$ cat config.mk
export PLATFORM = sky130hd
export DESIGN_NAME = dvt_vtiming
export DESIGN_NICKNAME = d
export VERILOG_FILES = /design/src/dvt_pkg.sv /design/src/dvt_vtiming.sv
export SDC_FILE = /design/constraint.sdc
export NUM_CORES = 1
export LEC_CHECK = 0
export ABC_AREA = 1
export BUFFER_PORTS_ARGS = -buffer_cell sky130_fd_sc_hd__buf_2
export CAP_MARGIN = 30
export CELL_PAD_IN_SITES_DETAIL_PLACEMENT = 1
export CELL_PAD_IN_SITES_GLOBAL_PLACEMENT = 1
export CORE_ASPECT_RATIO = 0.75
export CORE_MARGIN = 3
export CORE_UTILIZATION = 40
export CTS_CLUSTER_SIZE = 40
export DETAILED_ROUTE_END_ITERATION = 8
export GPL_TIMING_DRIVEN = 0
export PLACE_DENSITY_LB_ADDON = 0.1
export SLEW_MARGIN = 30
export SYNTH_ARGS = -nofsm -noshare
export SYNTH_HDL_FRONTEND = slang
export SYNTH_SLANG_ARGS = --single-unit
export TNS_END_PERCENT = 20
$ cat constraint.sdc
create_clock -name core_clk -period 4.3 [get_ports core_clk]
set_input_delay 0.645 -clock core_clk [delete_from_list [all_inputs] [get_ports core_clk]]
set_output_delay 0.645 -clock core_clk [all_outputs]
set_load 0.03 [all_outputs]
$ cat src/dvt_pkg.sv
package dvt_pkg;

  localparam int unsigned DVT_AW = 20;

  // register byte addresses
  localparam logic [19:0] DVT_OFS_VERTICAL_TOTAL = 20'h6000c;
  localparam logic [19:0] DVT_OFS_VBLANK = 20'h60010;
  localparam logic [19:0] DVT_OFS_VSYNC  = 20'h60014;
  localparam logic [19:0] DVT_OFS_SRC    = 20'h6001c;
  localparam logic [19:0] DVT_OFS_BORDER = 20'h60020;
  localparam logic [19:0] DVT_OFS_SHIFT  = 20'h60028;
  localparam logic [19:0] DVT_OFS_CTRL   = 20'h60030;
  localparam logic [19:0] DVT_OFS_STATUS = 20'h60034;

  // field positions
  localparam int unsigned DVT_HI_LSB  = 16;
  localparam int unsigned DVT_CLR_R   = 16;
  localparam int unsigned DVT_CLR_G   = 8;
  localparam int unsigned DVT_CLR_B   = 0;

  // writable bit masks
  localparam logic [31:0] DVT_MSK_VERTICAL_TOTAL = 32'h1fff0fff;
  localparam logic [31:0] DVT_MSK_WIN    = 32'h1fff1fff;
  localparam logic [31:0] DVT_MSK_SRC    = 32'h0fff0fff;
  localparam logic [31:0] DVT_MSK_BORDER = 32'h00ffffff;
  localparam logic [31:0] DVT_MSK_SHIFT  = 32'h00001fff;
  localparam logic [31:0] DVT_MSK_CTRL   = 32'h1fff0007;

  localparam logic [31:0] DVT_RST_REG    = 32'h00000000;

  // control bits
  localparam int unsigned DVT_CTL_EN     = 0;
  localparam int unsigned DVT_CTL_ILACE  = 1;
  localparam int unsigned DVT_CTL_SHIFT  = 2;

  localparam logic [1:0] DVT_RESP_OKAY   = 2'b00;
  localparam logic [1:0] DVT_RESP_SLVERR = 2'b10;

  typedef struct packed {
    logic [7:0] red;
    logic [7:0] green;
    logic [7:0] blue;
  } dvt_pixel_t;

  typedef struct packed {
    logic       vactive;
    logic       vborder;
    logic       vblank;
    logic       vsync;
    logic       field2;
    logic       frame_start;
  } dvt_vflags_t;

  typedef enum logic [2:0] {
    DVT_WR_IDLE = 3'b001,
    DVT_WR_RESP = 3'b010,
    DVT_WR_HOLD = 3'b100
  } dvt_wr_state_t;

endpackage : dvt_pkg

$ cat src/dvt_vtiming.sv
// Added by the designer: the AXI4-Lite interface to the registers.
`timescale 1ns/10ps
// What this block does
// - vertical total, bits 28:16, minus one
// - line counter steps on hsync leading edge
// - interlace halves total and active per field
// - vertical active, bits 11:0, minus one
// - blank end, 28:16, line zero first active
// - interlace halves blank start and end
// - sync end 28:16, sync start 12:0
// - interlace halves sync start and end
// - horizontal source size 27:16, doubled multiply
// - only source size, border colour and control writable while enabled
// - vertical source size 11:0, multiply doubles
// - interlace halves vertical source size
// - border region outputs programmed border colour
// - shift used only in shift interlace mode
// - shift applied only in second field
module dvt_vtiming #(
  parameter int unsigned LINE_W = 13
) (
  input  wire logic                        core_clk,
  input  wire logic                        resetn,
  input  wire logic [dvt_pkg::DVT_AW-1:0]  s_axi_awaddr,
  input  wire logic                        s_axi_awvalid,
  output logic                             s_axi_awready,
  input  wire logic [31:0]                 s_axi_wdata,
  input  wire logic [3:0]                  s_axi_wstrb,
  input  wire logic                        s_axi_wvalid,
  output logic                             s_axi_wready,
  output logic [1:0]                       s_axi_bresp,
  output logic                             s_axi_bvalid,
  input  wire logic                        s_axi_bready,
  input  wire logic [dvt_pkg::DVT_AW-1:0]  s_axi_araddr,
  input  wire logic                        s_axi_arvalid,
  output logic                             s_axi_arready,
  output logic [31:0]                      s_axi_rdata,
  output logic [1:0]                       s_axi_rresp,
  output logic                             s_axi_rvalid,
  input  wire logic                        s_axi_rready,
  input  wire logic                        hsync_in,
  input  wire logic [12:0]                 hpos_in,
  input  wire logic                        hactive_in,
  input  wire logic                        pixel_multiply,
  input  wire dvt_pkg::dvt_pixel_t         plane_pixel,
  output dvt_pkg::dvt_pixel_t              pixel_out,
  output dvt_pkg::dvt_vflags_t             vflags_ff,
  output logic [LINE_W-1:0]                vline_ff,
  output logic [12:0]                      src_width_ff,
  output logic [12:0]                      src_lines_ff
);
  import dvt_pkg::*;

  logic [31:0]       vertical_total_ff;
  logic [31:0]       vblank_ff;
  logic [31:0]       vsync_ff;
  logic [31:0]       src_ff;
  logic [31:0]       border_ff;
  logic [31:0]       shift_ff;
  logic [31:0]       ctrl_ff;
  dvt_wr_state_t     wr_state_ff;
  logic              aw_got_ff;
  logic              w_got_ff;
  logic [DVT_AW-1:0] awaddr_ff;
  logic [31:0]       wdata_ff;
  logic [3:0]        wstrb_ff;
  logic              hs_meta_ff;
  logic              hs_sync_ff;
  logic              hs_prev_ff;
  logic [12:0]       hpos_meta_ff;
  logic [12:0]       hpos_ff;
  logic              field2_ff;
  logic              vs_pend_ff;
  logic [12:0]       shift_pos;
  logic              hs_rise;
  logic              ilace;
  logic [12:0]       f_total;
  logic [12:0]       f_active;
  logic [12:0]       f_bstart;
  logic [12:0]       f_bend;
  logic [12:0]       f_sstart;
  logic [12:0]       f_send;
  logic [LINE_W-1:0] nxt_vline;
  logic              in_active;
  logic              in_blank;
  logic              in_sync;

  // per-field value: interlace halves the programmed value
  function automatic logic [12:0] dvt_field(input logic [12:0] v, input logic il);
    dvt_field = il ? {1'b0, v[12:1]} : v;
  endfunction : dvt_field

  function automatic logic [31:0] dvt_merge(input logic [31:0] old, input logic [31:0] d,
                                            input logic [3:0] be, input logic [31:0] msk);
    logic [31:0] r;
    r = old;
    for (int i = 0; i < 4; i++) begin
      if (be[i]) begin
        r[i*8 +: 8] = d[i*8 +: 8];
      end
    end
    dvt_merge = r & msk;
  endfunction : dvt_merge

  // write path: address and data accepted in either order
  // readies stay low while a response waits, so one write at most is in flight
  wire logic aw_take = s_axi_awvalid && s_axi_awready;
  wire logic w_take  = s_axi_wvalid && s_axi_wready;
  wire logic aw_have = aw_got_ff || aw_take;
  wire logic w_have  = w_got_ff || w_take;
  wire logic [DVT_AW-1:0] wa = aw_got_ff ? awaddr_ff : s_axi_awaddr;
  wire logic [31:0] wd = w_got_ff ? wdata_ff : s_axi_wdata;
  wire logic [3:0]  wb = w_got_ff ? wstrb_ff : s_axi_wstrb;
  wire logic do_wr = (wr_state_ff == DVT_WR_IDLE) && aw_have && w_have;
  wire logic pipe_en = ctrl_ff[DVT_CTL_EN];

  always_ff @(posedge core_clk) begin
    if (!resetn) begin
      wr_state_ff   <= DVT_WR_IDLE;
      aw_got_ff     <= 1'b0;
      w_got_ff      <= 1'b0;
      awaddr_ff     <= '0;
      wdata_ff      <= '0;
      wstrb_ff      <= '0;
      s_axi_awready <= 1'b0;
      s_axi_wready  <= 1'b0;
      s_axi_bvalid  <= 1'b0;
      s_axi_bresp   <= DVT_RESP_OKAY;
    end else begin
      case (wr_state_ff)
        DVT_WR_IDLE: begin
          if (aw_take) begin
            aw_got_ff <= 1'b1;
            awaddr_ff <= s_axi_awaddr;
          end
          if (w_take) begin
            w_got_ff <= 1'b1;
            wdata_ff <= s_axi_wdata;
            wstrb_ff <= s_axi_wstrb;
          end
          s_axi_awready <= !aw_have;
          s_axi_wready  <= !w_have;
          if (do_wr) begin
            aw_got_ff     <= 1'b0;
            w_got_ff      <= 1'b0;
            s_axi_awready <= 1'b0;
            s_axi_wready  <= 1'b0;
            s_axi_bvalid  <= 1'b1;
            wr_state_ff   <= DVT_WR_RESP;
            case (wa)
              DVT_OFS_VERTICAL_TOTAL, DVT_OFS_VBLANK, DVT_OFS_VSYNC, DVT_OFS_SRC, DVT_OFS_BORDER,
              DVT_OFS_SHIFT, DVT_OFS_CTRL, DVT_OFS_STATUS: s_axi_bresp <= DVT_RESP_OKAY;
              default: s_axi_bresp <= DVT_RESP_SLVERR;
            endcase
          end
        end
        DVT_WR_RESP: begin
          if (s_axi_bready) begin
            s_axi_bvalid <= 1'b0;
            wr_state_ff  <= DVT_WR_HOLD;
          end
        end
        DVT_WR_HOLD: begin
          s_axi_awready <= 1'b1;
          s_axi_wready  <= 1'b1;
          wr_state_ff   <= DVT_WR_IDLE;
        end
        default: wr_state_ff <= DVT_WR_IDLE;
      endcase
    end
  end

  // register store; timing words are locked while the pipe runs
  always_ff @(posedge core_clk) begin
    if (!resetn) begin
      vertical_total_ff <= DVT_RST_REG;
      vblank_ff <= DVT_RST_REG;
      vsync_ff  <= DVT_RST_REG;
      src_ff    <= DVT_RST_REG;
      border_ff <= DVT_RST_REG;
      shift_ff  <= DVT_RST_REG;
      ctrl_ff   <= DVT_RST_REG;
    end else if (do_wr) begin
      case (wa)
        DVT_OFS_VERTICAL_TOTAL: if (!pipe_en) vertical_total_ff <= dvt_merge(vertical_total_ff, wd, wb, DVT_MSK_VERTICAL_TOTAL);
        DVT_OFS_VBLANK: if (!pipe_en) vblank_ff <= dvt_merge(vblank_ff, wd, wb, DVT_MSK_WIN);
        DVT_OFS_VSYNC:  if (!pipe_en) vsync_ff  <= dvt_merge(vsync_ff, wd, wb, DVT_MSK_WIN);
        DVT_OFS_SHIFT:  if (!pipe_en) shift_ff  <= dvt_merge(shift_ff, wd, wb, DVT_MSK_SHIFT);
        DVT_OFS_SRC:    src_ff    <= dvt_merge(src_ff, wd, wb, DVT_MSK_SRC);
        DVT_OFS_BORDER: border_ff <= dvt_merge(border_ff, wd, wb, DVT_MSK_BORDER);
        DVT_OFS_CTRL:   ctrl_ff   <= dvt_merge(ctrl_ff, wd, wb, DVT_MSK_CTRL);
        default: ;
      endcase
    end
  end

  // read path: one word per request, answer one cycle after acceptance
  // unmapped reads answer zero with an error response
  always_ff @(posedge core_clk) begin
    if (!resetn) begin
      s_axi_arready <= 1'b0;
      s_axi_rvalid  <= 1'b0;
      s_axi_rdata   <= '0;
      s_axi_rresp   <= DVT_RESP_OKAY;
    end else if (s_axi_rvalid) begin
      if (s_axi_rready) begin
        s_axi_rvalid  <= 1'b0;
        s_axi_arready <= 1'b1;
      end
    end else if (s_axi_arvalid && s_axi_arready) begin
      s_axi_arready <= 1'b0;
      s_axi_rvalid  <= 1'b1;
      s_axi_rresp   <= DVT_RESP_OKAY;
      case (s_axi_araddr)
        DVT_OFS_VERTICAL_TOTAL: s_axi_rdata <= vertical_total_ff;
        DVT_OFS_VBLANK: s_axi_rdata <= vblank_ff;
        DVT_OFS_VSYNC:  s_axi_rdata <= vsync_ff;
        DVT_OFS_SRC:    s_axi_rdata <= src_ff;
        DVT_OFS_BORDER: s_axi_rdata <= border_ff;
        DVT_OFS_SHIFT:  s_axi_rdata <= shift_ff;
        DVT_OFS_CTRL:   s_axi_rdata <= ctrl_ff;
        DVT_OFS_STATUS: s_axi_rdata <= {7'h00, vflags_ff, 6'h00, 13'(vline_ff)};
        default: begin
          s_axi_rdata <= 32'h00000000;
          s_axi_rresp <= DVT_RESP_SLVERR;
        end
      endcase
    end else begin
      s_axi_arready <= 1'b1;
    end
  end

  // hsync and pixel position come from the horizontal pixel domain edge
  always_ff @(posedge core_clk) begin
    if (!resetn) begin
      hs_meta_ff   <= 1'b0;
      hs_sync_ff   <= 1'b0;
      hs_prev_ff   <= 1'b0;
      hpos_meta_ff <= '0;
      hpos_ff      <= '0;
    end else begin
      hs_meta_ff   <= hsync_in;
      hs_sync_ff   <= hs_meta_ff;
      hs_prev_ff   <= hs_sync_ff;
      hpos_meta_ff <= hpos_in;
      hpos_ff      <= hpos_meta_ff;
    end
  end

  assign ilace = ctrl_ff[DVT_CTL_ILACE];
  // the edge is taken after the synchroniser, so lines step three clocks late
  // leading edge of hsync
  assign hs_rise = hs_sync_ff && !hs_prev_ff;

  always_comb begin
    f_total  = dvt_field(vertical_total_ff[28:16], ilace);
    f_active = dvt_field({1'b0, vertical_total_ff[11:0]}, ilace);
    f_bstart = dvt_field(vblank_ff[12:0], ilace);
    f_bend   = dvt_field(vblank_ff[28:16], ilace);
    f_sstart = dvt_field(vsync_ff[12:0], ilace);
    f_send   = dvt_field(vsync_ff[28:16], ilace);
    if (13'(vline_ff) >= f_total) begin
      nxt_vline = '0;
    end else begin
      nxt_vline = vline_ff + 1'b1;
    end
  end

  // control word: enable, interlace, shift mode, horizontal total minus one
  // shift register or half htotal
  assign shift_pos = (ilace && ctrl_ff[DVT_CTL_SHIFT]) ? shift_ff[12:0] : {1'b0, ctrl_ff[28:17]};

  always_ff @(posedge core_clk) begin
    if (!resetn) begin
      vline_ff  <= '0;
      field2_ff <= 1'b0;
    end else if (!pipe_en) begin
      vline_ff  <= '0;
      field2_ff <= 1'b0;
    end else if (hs_rise) begin
      vline_ff <= nxt_vline;
      // field two toggles only on the wrap, and only when interlaced
      if (13'(vline_ff) >= f_total) begin
        field2_ff <= ilace && !field2_ff;
      end
    end
  end

  // blank window runs start+1 .. end, with no wrap, so it is empty when start is not below end
  assign in_active = 13'(vline_ff) <= f_active;
  assign in_blank  = (13'(vline_ff) > f_bstart) && (13'(vline_ff) <= f_bend);
  assign in_sync   = (13'(vline_ff) > f_sstart) && (13'(vline_ff) <= f_send);

  // vsync edges line up with hsync, or with the shift point in field two
  always_ff @(posedge core_clk) begin
    if (!resetn) begin
      vflags_ff  <= '0;
      vs_pend_ff <= 1'b0;
    end else begin
      vflags_ff.vactive     <= pipe_en && in_active;
      vflags_ff.vblank      <= pipe_en && in_blank;
      vflags_ff.vborder     <= pipe_en && !in_active && !in_blank;
      vflags_ff.field2      <= field2_ff;
      vflags_ff.frame_start <= pipe_en && hs_rise && (13'(vline_ff) >= f_total);
      if (!pipe_en) begin
        vflags_ff.vsync <= 1'b0;
        vs_pend_ff      <= 1'b0;
      end else if (field2_ff) begin
        if (hs_rise) begin
          vs_pend_ff <= 1'b1;
        end else if (vs_pend_ff && hpos_ff == shift_pos) begin
          vs_pend_ff      <= 1'b0;
          vflags_ff.vsync <= in_sync;
        end
      end else if (hs_rise) begin
        // a shift point still pending from field two must not fire later
        vs_pend_ff      <= 1'b0;
        vflags_ff.vsync <= (nxt_vline > LINE_W'(f_sstart)) && (nxt_vline <= LINE_W'(f_send));
      end
    end
  end

  always_ff @(posedge core_clk) begin
    if (!resetn) begin
      pixel_out <= '0;
    end else if (!pipe_en || in_blank) begin
      pixel_out <= '0;
    end else if (in_active && hactive_in) begin
      pixel_out <= plane_pixel;
    end else begin
      pixel_out.red   <= border_ff[DVT_CLR_R +: 8];
      pixel_out.green <= border_ff[DVT_CLR_G +: 8];
      pixel_out.blue  <= border_ff[DVT_CLR_B +: 8];
    end
  end

  // real source size handed to the blender
  always_ff @(posedge core_clk) begin
    if (!resetn) begin
      src_width_ff <= '0;
      src_lines_ff <= '0;
    end else begin
      // a doubled 4096 does not fit 13 bits and reads as zero
      // width field, doubled
      src_width_ff <= pixel_multiply ? {src_ff[27:16] + 12'h001, 1'b0}
                                     : {1'b0, src_ff[27:16]} + 13'h0001;
      src_lines_ff <= dvt_field(pixel_multiply ? {src_ff[11:0] + 12'h001, 1'b0}
                                               : {1'b0, src_ff[11:0]} + 13'h0001, ilace);
    end
  end

endmodule : dvt_vtiming

-- Yosys cells after proc, flatten, opt, wreduce, memory -nomap -nowiden
Cells that the tools add are included.
- logic and storage cells: 221
- bits in registers: 353
- add/sub/neg operators: 5
- $lt $le $gt $ge: 8
- reductions and logical operators: 76
- bitwise gates (word level): 3
- mux-type cells: 46
- equal/unequal tests: 24
- operators with widths (operator ; number):
    == test 20 x 19 -> 1 bit, second input constant ; 16
    one-hot mux 29 bit (8 select lines) ; 1
    two-way mux 13 bit ; 9
    AND reduction 4 bit ; 14
    greater-than comparator 13 bit ; 3
    <= comparator 13 bit ; 3
    AND reduction 3 bit ; 12
    two-way mux 29 bit ; 1
    adder 12 x 1 -> 13 bit, second input constant ; 2
    adder 12 x 1 -> 12 bit, second input constant ; 2
    two-way mux 12 bit ; 2
    two-way mux 24 bit ; 1
    two-way mux 1 bit ; 22
    two-way mux 20 bit ; 1
    AND reduction 2 bit ; 10
    logical AND 1 bit ; 19
    OR reduction 8 bit ; 2
    adder 13 x 1 -> 13 bit, second input constant ; 1
    == test 13 bit ; 1
    greater-or-equal comparator 13 bit ; 1
    <= comparator 13 x 12 -> 1 bit ; 1
    nonzero test 2 bit ; 6
    zero test 1 bit ; 7
    two-way mux 3 bit ; 2
    12 further kinds ; 23

-- Depth between registers and ports, before layout
Gate-level depths: netlist of the first run.
- depth in word-level cells: 7
- depth in mapped cells: 26

-- Least setup slack after synthesis of the first run
OpenSTA, ideal clock, no wires.
- path kind: reg2reg
- start: register ctrl_ff[1]
- end: register vflags_ff[2] (netlist name)
- arrival: 3.710 ns
- path slack: 0.478 ns
- setup time: 0.113 ns
- data required time: 4.187 ns
- cell stages (with the launch flop): 26
- path through: dfxtp_1 buf_2 buf_2 buf_2 buf_1 clkbuf_1 nand2_1 o21ai_0 ha_1 a21oi_1 o21ai_0 o21ai_0 nand3_1 clkbuf_1 nor2_1 ha_1 nand2_1 inv_1 o21ai_0 nand2_1 a21oi_1 nand2_1 nand3_1 nand2_1 nor2_1 nor2_1
- word-level cells in the longest chain between the ends: 7
- RTL lines (item ; RTL line ; RTL):
    start: declaration ; dvt_vtiming.sv:60 ; logic [31:0] ctrl_ff;
    start signal: assignment ; dvt_vtiming.sv:191 ; DVT_OFS_CTRL: ctrl_ff <= dvt_merge(ctrl_ff, wd, wb, DVT_MSK_CTRL);
    two-way mux 13 bit * ; dvt_vtiming.sv:90 ; dvt_field = il ? {1'b0, v[12:1]} : v;
    greater-or-equal comparator 13 bit * ; dvt_vtiming.sv:262 ; if (13'(vline_ff) >= f_total) begin
    two-way mux 13 bit * ; dvt_vtiming.sv:262 ;
    via nxt_vline[6] ; dvt_vtiming.sv:83 ; logic [LINE_W-1:0] nxt_vline;
    greater-than comparator 13 bit or <= comparator 13 bit (tied branches) ; dvt_vtiming.sv:318 ; vflags_ff.vsync <= (nxt_vline > LINE_W'(f_sstart)) && (nxt_vline <= LINE_W'(f_send));
    logical AND 1 bit * ; dvt_vtiming.sv:318 ;
    two-way mux 1 bit * ; dvt_vtiming.sv:315 ; end else if (hs_rise) begin
    two-way mux 1 bit * ; dvt_vtiming.sv:308 ; end else if (field2_ff) begin
    end: declaration ; dvt_vtiming.sv:47 ; output dvt_pkg::dvt_vflags_t vflags_ff,
The timed path passes the listed nets; every way through them passes the cells marked *. The select of a mux whose other input is x is not followed.
A chain may end at the register's enable or synchronous reset.

-- Worst setup path after layout of the first run
Same ends and word-level chain as after synthesis.

==> impl_metrics.py, run 1 <==
metrics = {
    "logic_synthesis": {
        "synth_area_sq_um": 19000,
        "synth-seq-area-share_pct": 36.6,
        "syn_avg_cell_area_sq_um": 6.72,
        "ys.flop_type": "dfxtp_1",
        "synth_edf_count": 0,
        "ys_warn_count": 0,
        "async_flop_share_pct": 0,
        "yosys_register_bits": 348,
        "synth_cell_types": 45,
        "netlist_instances": 2829,
    },
    "sta": {
        "fin_crit_ns": 4.07,
        "fin_crit_sh_pct": 94.6,
        "fmax_mhz": 246,
        "fin_skew_ns": 0.0219,
        "maxSlewViolCount": 0,
        "hold_viol": 0,
        "worst_pin_slew_ns": 1.02,
        "whs_ns": 0.247,
        "setup_viol": 0,
        "slew_headroom_pct": 31.3,
        "tns_ns": 0,
    },
    "routing": {
        "wirelength_microns": 89500,
        "dr.pass1.iters": 6,
        "vias_per_cell": 5.61,
        "first_iter_violations": 1944,
        "drc": 0,
        "final_antenna_net_count": 0,
        "vias": 21100,
        "wire_per_inst_microns": 23.8,
    },
    "finish": {
        "finish.utilization_pct": 48.1,
        "layout_common_cells": "nand2_1 (505), nor2_1 (423), o21ai_0 (385), dfxtp_1 (348), inv_1 (314)",
        "area_delta_synth_final_pct": 17.6,
        "final_common_cell": "nand2_1",
        "layout-drive-gt1-share_pct": 12.4,
        "fill_cells": 6204,
        "nets": 3327,
        "stdcell_area_sq_um": 22400,
    },
    "clock_tree": {
        "cts_made_buffers": 39,
        "cts_tree": "built",
        "ctsLongestPathBuffers": 3,
        "cts.clk_slew.worst_paths_ns": 0.07,
        "clock_latency_ns": 0.58,
        "cts-htree-levels": 2,
        "clockRootBuffer": "clkbuf_16",
        "cts_sinks": 348,
    },
    "die": {
        "die_h_microns": 195,
        "die_w_microns": 258,
        "die_area_sq_um": 50200,
        "fp.coreArea_sq_um": 46500,
        "rows": 68,
        "start_util_pct": 40.9,
        "io_pins": 233,
    },
    "placed_design": {
        "io_buffers": 222,
        "gp_congestion": 1.01,
        "hpwl_microns": 72000,
        "place_area_sq_um": 20900,
    },
    "worst_setup_path": {
        "crit_fanout": 19,
        "start_kind": "flop",
        "cp.required_ns": 4.81,
        "criticalPathCategory": "flop to flop",
        "end_kind": "flop",
        "worstPathArrival_ns": 4.58,
    },
    "grt": {
        "grt_overflow": 0,
        "antenna_found_initial": 4,
        "grt_pass1_vias": 20800,
        "grt_pass1_wl_microns": 130000,
        "gr-usage-all-layers_pct": 34.6,
        "grt_max_degree": 14,
    },
    "hold_path": {
        "hold_class": "input pin to flop",
    },
    "pwr": {
        "leakage_uw": 0.00973,
        "power_density_nw_per_um2": 336,
        "vdd_drop_max_mv": 0.279,
    },
    "run_status": {
        "status": "complete, no violations",
    },
    "flow_run": {
        "cap_violations": 0,
    },
}
## report_power, final
part           switching (uW)  internal, uW  leakage (uW)
sequential               35.1          3300       0.00282
combinational             604           190       0.00630
clock                    1460          1930      0.000609
## path summary, 6_finish.rpt
check	cells after the start	endpoint	slack [ns]	start
hold / removal	3	hpos_meta_ff[7]	0.25	hpos_in[7]
setup / recovery	24	vflags_ff[2]	0.23	ctrl_ff[1]
hold reg to reg	2	hpos_ff[1]	0.42	hpos_meta_ff[1]
setup reg to reg	24	vflags_ff[2]	0.23	ctrl_ff[1]
## what timing repair did
item / CTS / global route
hold buffers: 0 / 0
buffers inserted: 0 / 2
pin swaps: 0 / 3
resized for setup: 27 / 18
setup endpoints to repair: 36 / 15
## per-stage QoR
stage               setup slack (ns)  total power, uW  std cells
global placement               -1.15             4140       3685
floorplan                      0.478             3800       2833
detailed placement             -1.27             4170       3686
CTS                          0.00718             7540       3754
finish                         0.233             7520       3759
global route                -0.00905             7760       3755
## logic make-up after synthesis
group                      Yosys count  share of synthesized area, %
buffers and inverters              462                          9.44
adders and majority gates          106                          6.98
other                                1                        0.0197
and+or+nand+nor                   1255                          28.5
AOI/OAI and AO/OA                  621                          16.7
DFF                                348                          36.6
xor gates and xnor gates            24                          1.11
muxes                               12                         0.632
## Yosys cell counts, types with 2 or more instances
library cell,instances,area share [%]
nand3_4,2,0.18
dfxtp_1,348,37
inv_1,314,6.2
nor2_1,431,8.5
buf_4,7,0.28
nand3b_1,6,0.24
o21ai_0,393,10
nand4_1,123,4.0
buf_6,2,0.12
ha_1,106,7.0
o211ai_1,5,0.20
or2_2,28,0.92
clkbuf_1,97,1.9
xor2_1,23,1.1
buf_2,16,0.42
nor3_1,19,0.50
nor2_2,7,0.23
a21oi_1,191,5.0
clkinv_1,5,0.099
o21ai_1,3,0.079
nand3_1,116,3.1
mux2i_1,12,0.63
nor2_4,3,0.18
nand3_2,5,0.26
nor4_1,2,0.066
inv_2,5,0.099
nand2_1,505,10
o22ai_1,21,0.69
buf_1,16,0.32
nand2_2,3,0.099
## sequential cells by signal, indices dropped and copies added (netlist names), 6 cells and up
register,cells
vblank_ff,26
vsync_ff,26
src_lines_ff,13
pixel_out,24
vline_ff,13
ctrl_ff,16
src_width_ff,13
vflags_ff,6
hpos_meta_ff,13
wdata_ff,29
vertical_total_ff,25
shift_ff,13
src_ff,24
awaddr_ff,20
s_axi_rdata,29
border_ff,24
hpos_ff,13
## per-layer routing
| metal | GRT usage [%] | routed length [microns] | vias up | share of wire (%) |
|---|---|---|---|---|
| li1 | - | - | 9837 | - |
| met1 | 48.4 | 40200 | 10200 | 45 |
| met2 | 52.4 | 37900 | 816 | 42 |
| met3 | 7.22 | 7930 | 184 | 8.9 |
| met4 | 12.7 | 3460 | 2 | 3.9 |
| met5 | 0 | 18 | - | 0.020 |
## cell type report
type / instances / area [sq um] / share of cell area (%)
Multi-Input combinational cell: 2023 / 10300 / 46.3
Tap cell: 630 / 788 / 3.53
Clock inverter: 13 / 165 / 0.739
Antenna cell: 4 / 10.0 / 0.0448
Sequential cell: 348 / 6970 / 31.2
Buffer: 137 / 624 / 2.79
Clock buffer: 55 / 1110 / 4.95
Timing Repair Buffer: 225 / 1130 / 5.07
Inverter: 324 / 1220 / 5.44
## worst max-delay path, cell delays in order (launching register included)
cell	delay (ns)
dfxtp_1	0.30
clkbuf_4	0.19
buf_12	0.19
buf_8	0.16
clkbuf_4	0.19
nand2_1	0.07
o21ai_0	0.17
ha_1	0.37
nand2_1	0.08
nor4_1	0.42
o21ai_2	0.15
nand3_4	0.13
or2_2	0.19
inv_1	0.09
ha_1	0.30
nand2_1	0.07
nor2_1	0.15
nand2_1	0.07
o211ai_1	0.12
nand3b_1	0.12
nand2_1	0.08
nand3_1	0.06
nand2_1	0.15
nor2_1	0.06
nor2_1	0.09
Note: power is estimated with default switching activity, not from simulation.
==> run 2: changes to the inputs <==
--- a/config.mk
+++ b/config.mk
@@ -10,7 +10,7 @@
 export CAP_MARGIN = 30
 export CELL_PAD_IN_SITES_DETAIL_PLACEMENT = 1
 export CELL_PAD_IN_SITES_GLOBAL_PLACEMENT = 1
-export CORE_ASPECT_RATIO = 0.75
+export CORE_ASPECT_RATIO = 1.5
 export CORE_MARGIN = 3
 export CORE_UTILIZATION = 40
 export CTS_CLUSTER_SIZE = 40
==> run 2 against run 1 <==
Compared with the run above: largest cell class unchanged; die area about the same; largest power group is now sequential cells; via count down 2.0%; hold slack better by 0.019 ns; critical path depth unchanged.
==> impl_metrics.py, run 2 (synthesized netlist as in run 1, its figures left out) <==
metrics = {
    "worst_setup_path": {
        "end_kind": "flop",
        "cp.required_ns": 4.75,
        "criticalPathCategory": "flop to flop",
        "start_kind": "flop",
        "reg2reg_to": "vflags_ff[2]",
        "ff2ff_path_depth": 24,
        "crit_fanout": 19,
        "worstPathArrival_ns": 4.53,
        "r2r_start": "ctrl_ff[1]",
        "reg2reg_slack_ns": 0.22,
    },
    "pwr": {
        "vdd_drop_max_mv": 0.405,
        "power_density_nw_per_um2": 330,
        "leakage_uw": 0.00968,
    },
    "placed_design": {
        "io_buffers": 222,
        "hpwl_microns": 73600,
        "pre_cts_ws_ns": -1.22,
        "gp_congestion": 1.04,
    },
    "die": {
        "start_util_pct": 40.6,
        "die_area_sq_um": 50200,
        "die_h_microns": 273,
        "fp.coreArea_sq_um": 46800,
        "die_w_microns": 184,
        "rows": 97,
        "io_pins": 233,
    },
    "hold_path": {
        "min_to": "hpos_meta_ff[1]",
        "holdCritStartpoint": "hpos_in[1]",
        "hold_class": "input pin to flop",
        "hold_path_depth": 3,
    },
    "sta": {
        "worst_pin_slew_ns": 1.09,
        "hold_viol": 0,
        "fin_crit_ns": 4.08,
        "whs_ns": 0.266,
        "setup_viol": 0,
        "fmax_mhz": 245,
        "fin_ws_ns": 0.223,
        "fin_crit_sh_pct": 94.8,
        "fin_skew_ns": 0.0142,
        "maxSlewViolCount": 0,
        "slew_headroom_pct": 26.3,
    },
    "grt": {
        "gr-usage-all-layers_pct": 35.2,
        "grt_pass1_vias": 21100,
        "grt_pass1_wl_microns": 131000,
        "antenna_found_initial": 3,
        "grt_overflow": 0,
        "grt_max_degree": 14,
    },
    "clock_tree": {
        "clock_latency_ns": 0.56,
        "clockRootBuffer": "clkbuf_16",
        "cts_sinks": 348,
        "cts_tree": "built",
        "cts_hold_buf": 0,
        "ctsLongestPathBuffers": 3,
        "cts.clk_slew.worst_paths_ns": 0.06,
        "cts-htree-levels": 2,
        "cts_made_buffers": 38,
    },
    "finish": {
        "layout-drive-gt1-share_pct": 12.0,
        "area_delta_synth_final_pct": 16.4,
        "nets": 3326,
        "fill_cells": 6257,
        "finish.utilization_pct": 47.2,
        "layout_common_cells": "nand2_1 (505), nor2_1 (426), o21ai_0 (386), dfxtp_1 (348), inv_1 (314)",
        "largestRegisters": "s_axi_rdata (29), wdata_ff (29)",
        "final_common_cell": "nand2_1",
    },
    "routing": {
        "wirelength_microns": 90400,
        "vias_per_cell": 5.56,
        "final_antenna_net_count": 0,
        "wire_per_inst_microns": 24.3,
        "vias": 20600,
        "drc": 0,
        "dr.pass1.iters": 5,
        "first_iter_violations": 1186,
    },
    "run_status": {
        "status": "complete, no violations",
    },
    "flow_run": {
        "cap_violations": 0,
    },
}
run 2: what timing repair did:
item	4_1_cts	5_1_grt
buffers inserted	0	1
hold endpoints to repair	0	0
resized for setup	19	20
setup endpoints to repair	33	22
pin swaps	1	2
run 2: routing by layer:
metal | global-route usage (%) | vias up | wire [microns]
li1 | - | 9816 | -
met1 | 38.7 | 9951 | 33900
met2 | 61.7 | 630 | 44500
met3 | 3.94 | 247 | 3850
met4 | 26.3 | 0 | 8140
met5 | 0 | - | 0
run 2: layout make-up:
| class | instances | area, sq um | area share [%] |
|---|---|---|---|
| antenna | 2 | 5.00 | 0.0226 |
| clock buffer | 53 | 1060 | 4.78 |
| tap | 594 | 743 | 3.36 |
| buffer | 137 | 619 | 2.80 |
| inverter | 324 | 1220 | 5.50 |
| clock inverter | 8 | 78.8 | 0.356 |
| multi-input combinational | 2023 | 10300 | 46.6 |
| sequential | 348 | 6970 | 31.5 |
| timing repair buffer | 225 | 1130 | 5.12 |
run 2: how the worst max path moves through the flow:
stage	from	end	slack, ns	cells past startpoint
2_1_floorplan	ctrl_ff[1]	vflags_ff[2]	0.48	25
3_3_place_gp	ctrl_ff[1]	vflags_ff[2]	-1.10	25
3_5_place_dp	ctrl_ff[1]	vflags_ff[2]	-1.22	25
4_1_cts	ctrl_ff[1]	pixel_out[21]	0.008	17
5_1_grt	ctrl_ff[1]	vflags_ff[2]	-0.04	24
6_report	ctrl_ff[1]	vflags_ff[2]	0.22	24
run 2: critical path: stages (launching register included):
cell      delay, ns
dfxtp_1        0.31
clkbuf_4       0.21
buf_8          0.22
buf_6          0.19
clkbuf_4       0.22
nand2_1        0.06
o21ai_0        0.12
ha_1           0.32
a21oi_1        0.15
o21ai_0        0.10
o21ai_1        0.24
nand3_2        0.21
clkbuf_8       0.24
nor2_4         0.14
ha_1           0.26
nand2_1        0.06
inv_1          0.03
o21ai_0        0.18
nand2_1        0.09
a21oi_1        0.18
nand2_1        0.08
nand3_1        0.07
nand2_1        0.09
nor2_1         0.10
nor2_1         0.05
run 2: metrics by stage:
step,cell area (sq um),power [uW],TNS (ns),std cells
2_1_floorplan,19000,3800,0,2833
3_3_place_gp,20900,4170,-15.12,3649
3_5_place_dp,20900,4200,-17.36,3651
4_1_cts,22100,7320,0,3712
5_1_grt,22100,7540,-0.0418,3712
6_report,22100,7310,0,3714
run 2: power by group:
group          internal (uW)  total, uW  switching, uW
Clock                   1770       3160           1380
Combinational            191        812            621
Sequential              3300       3340           34.2
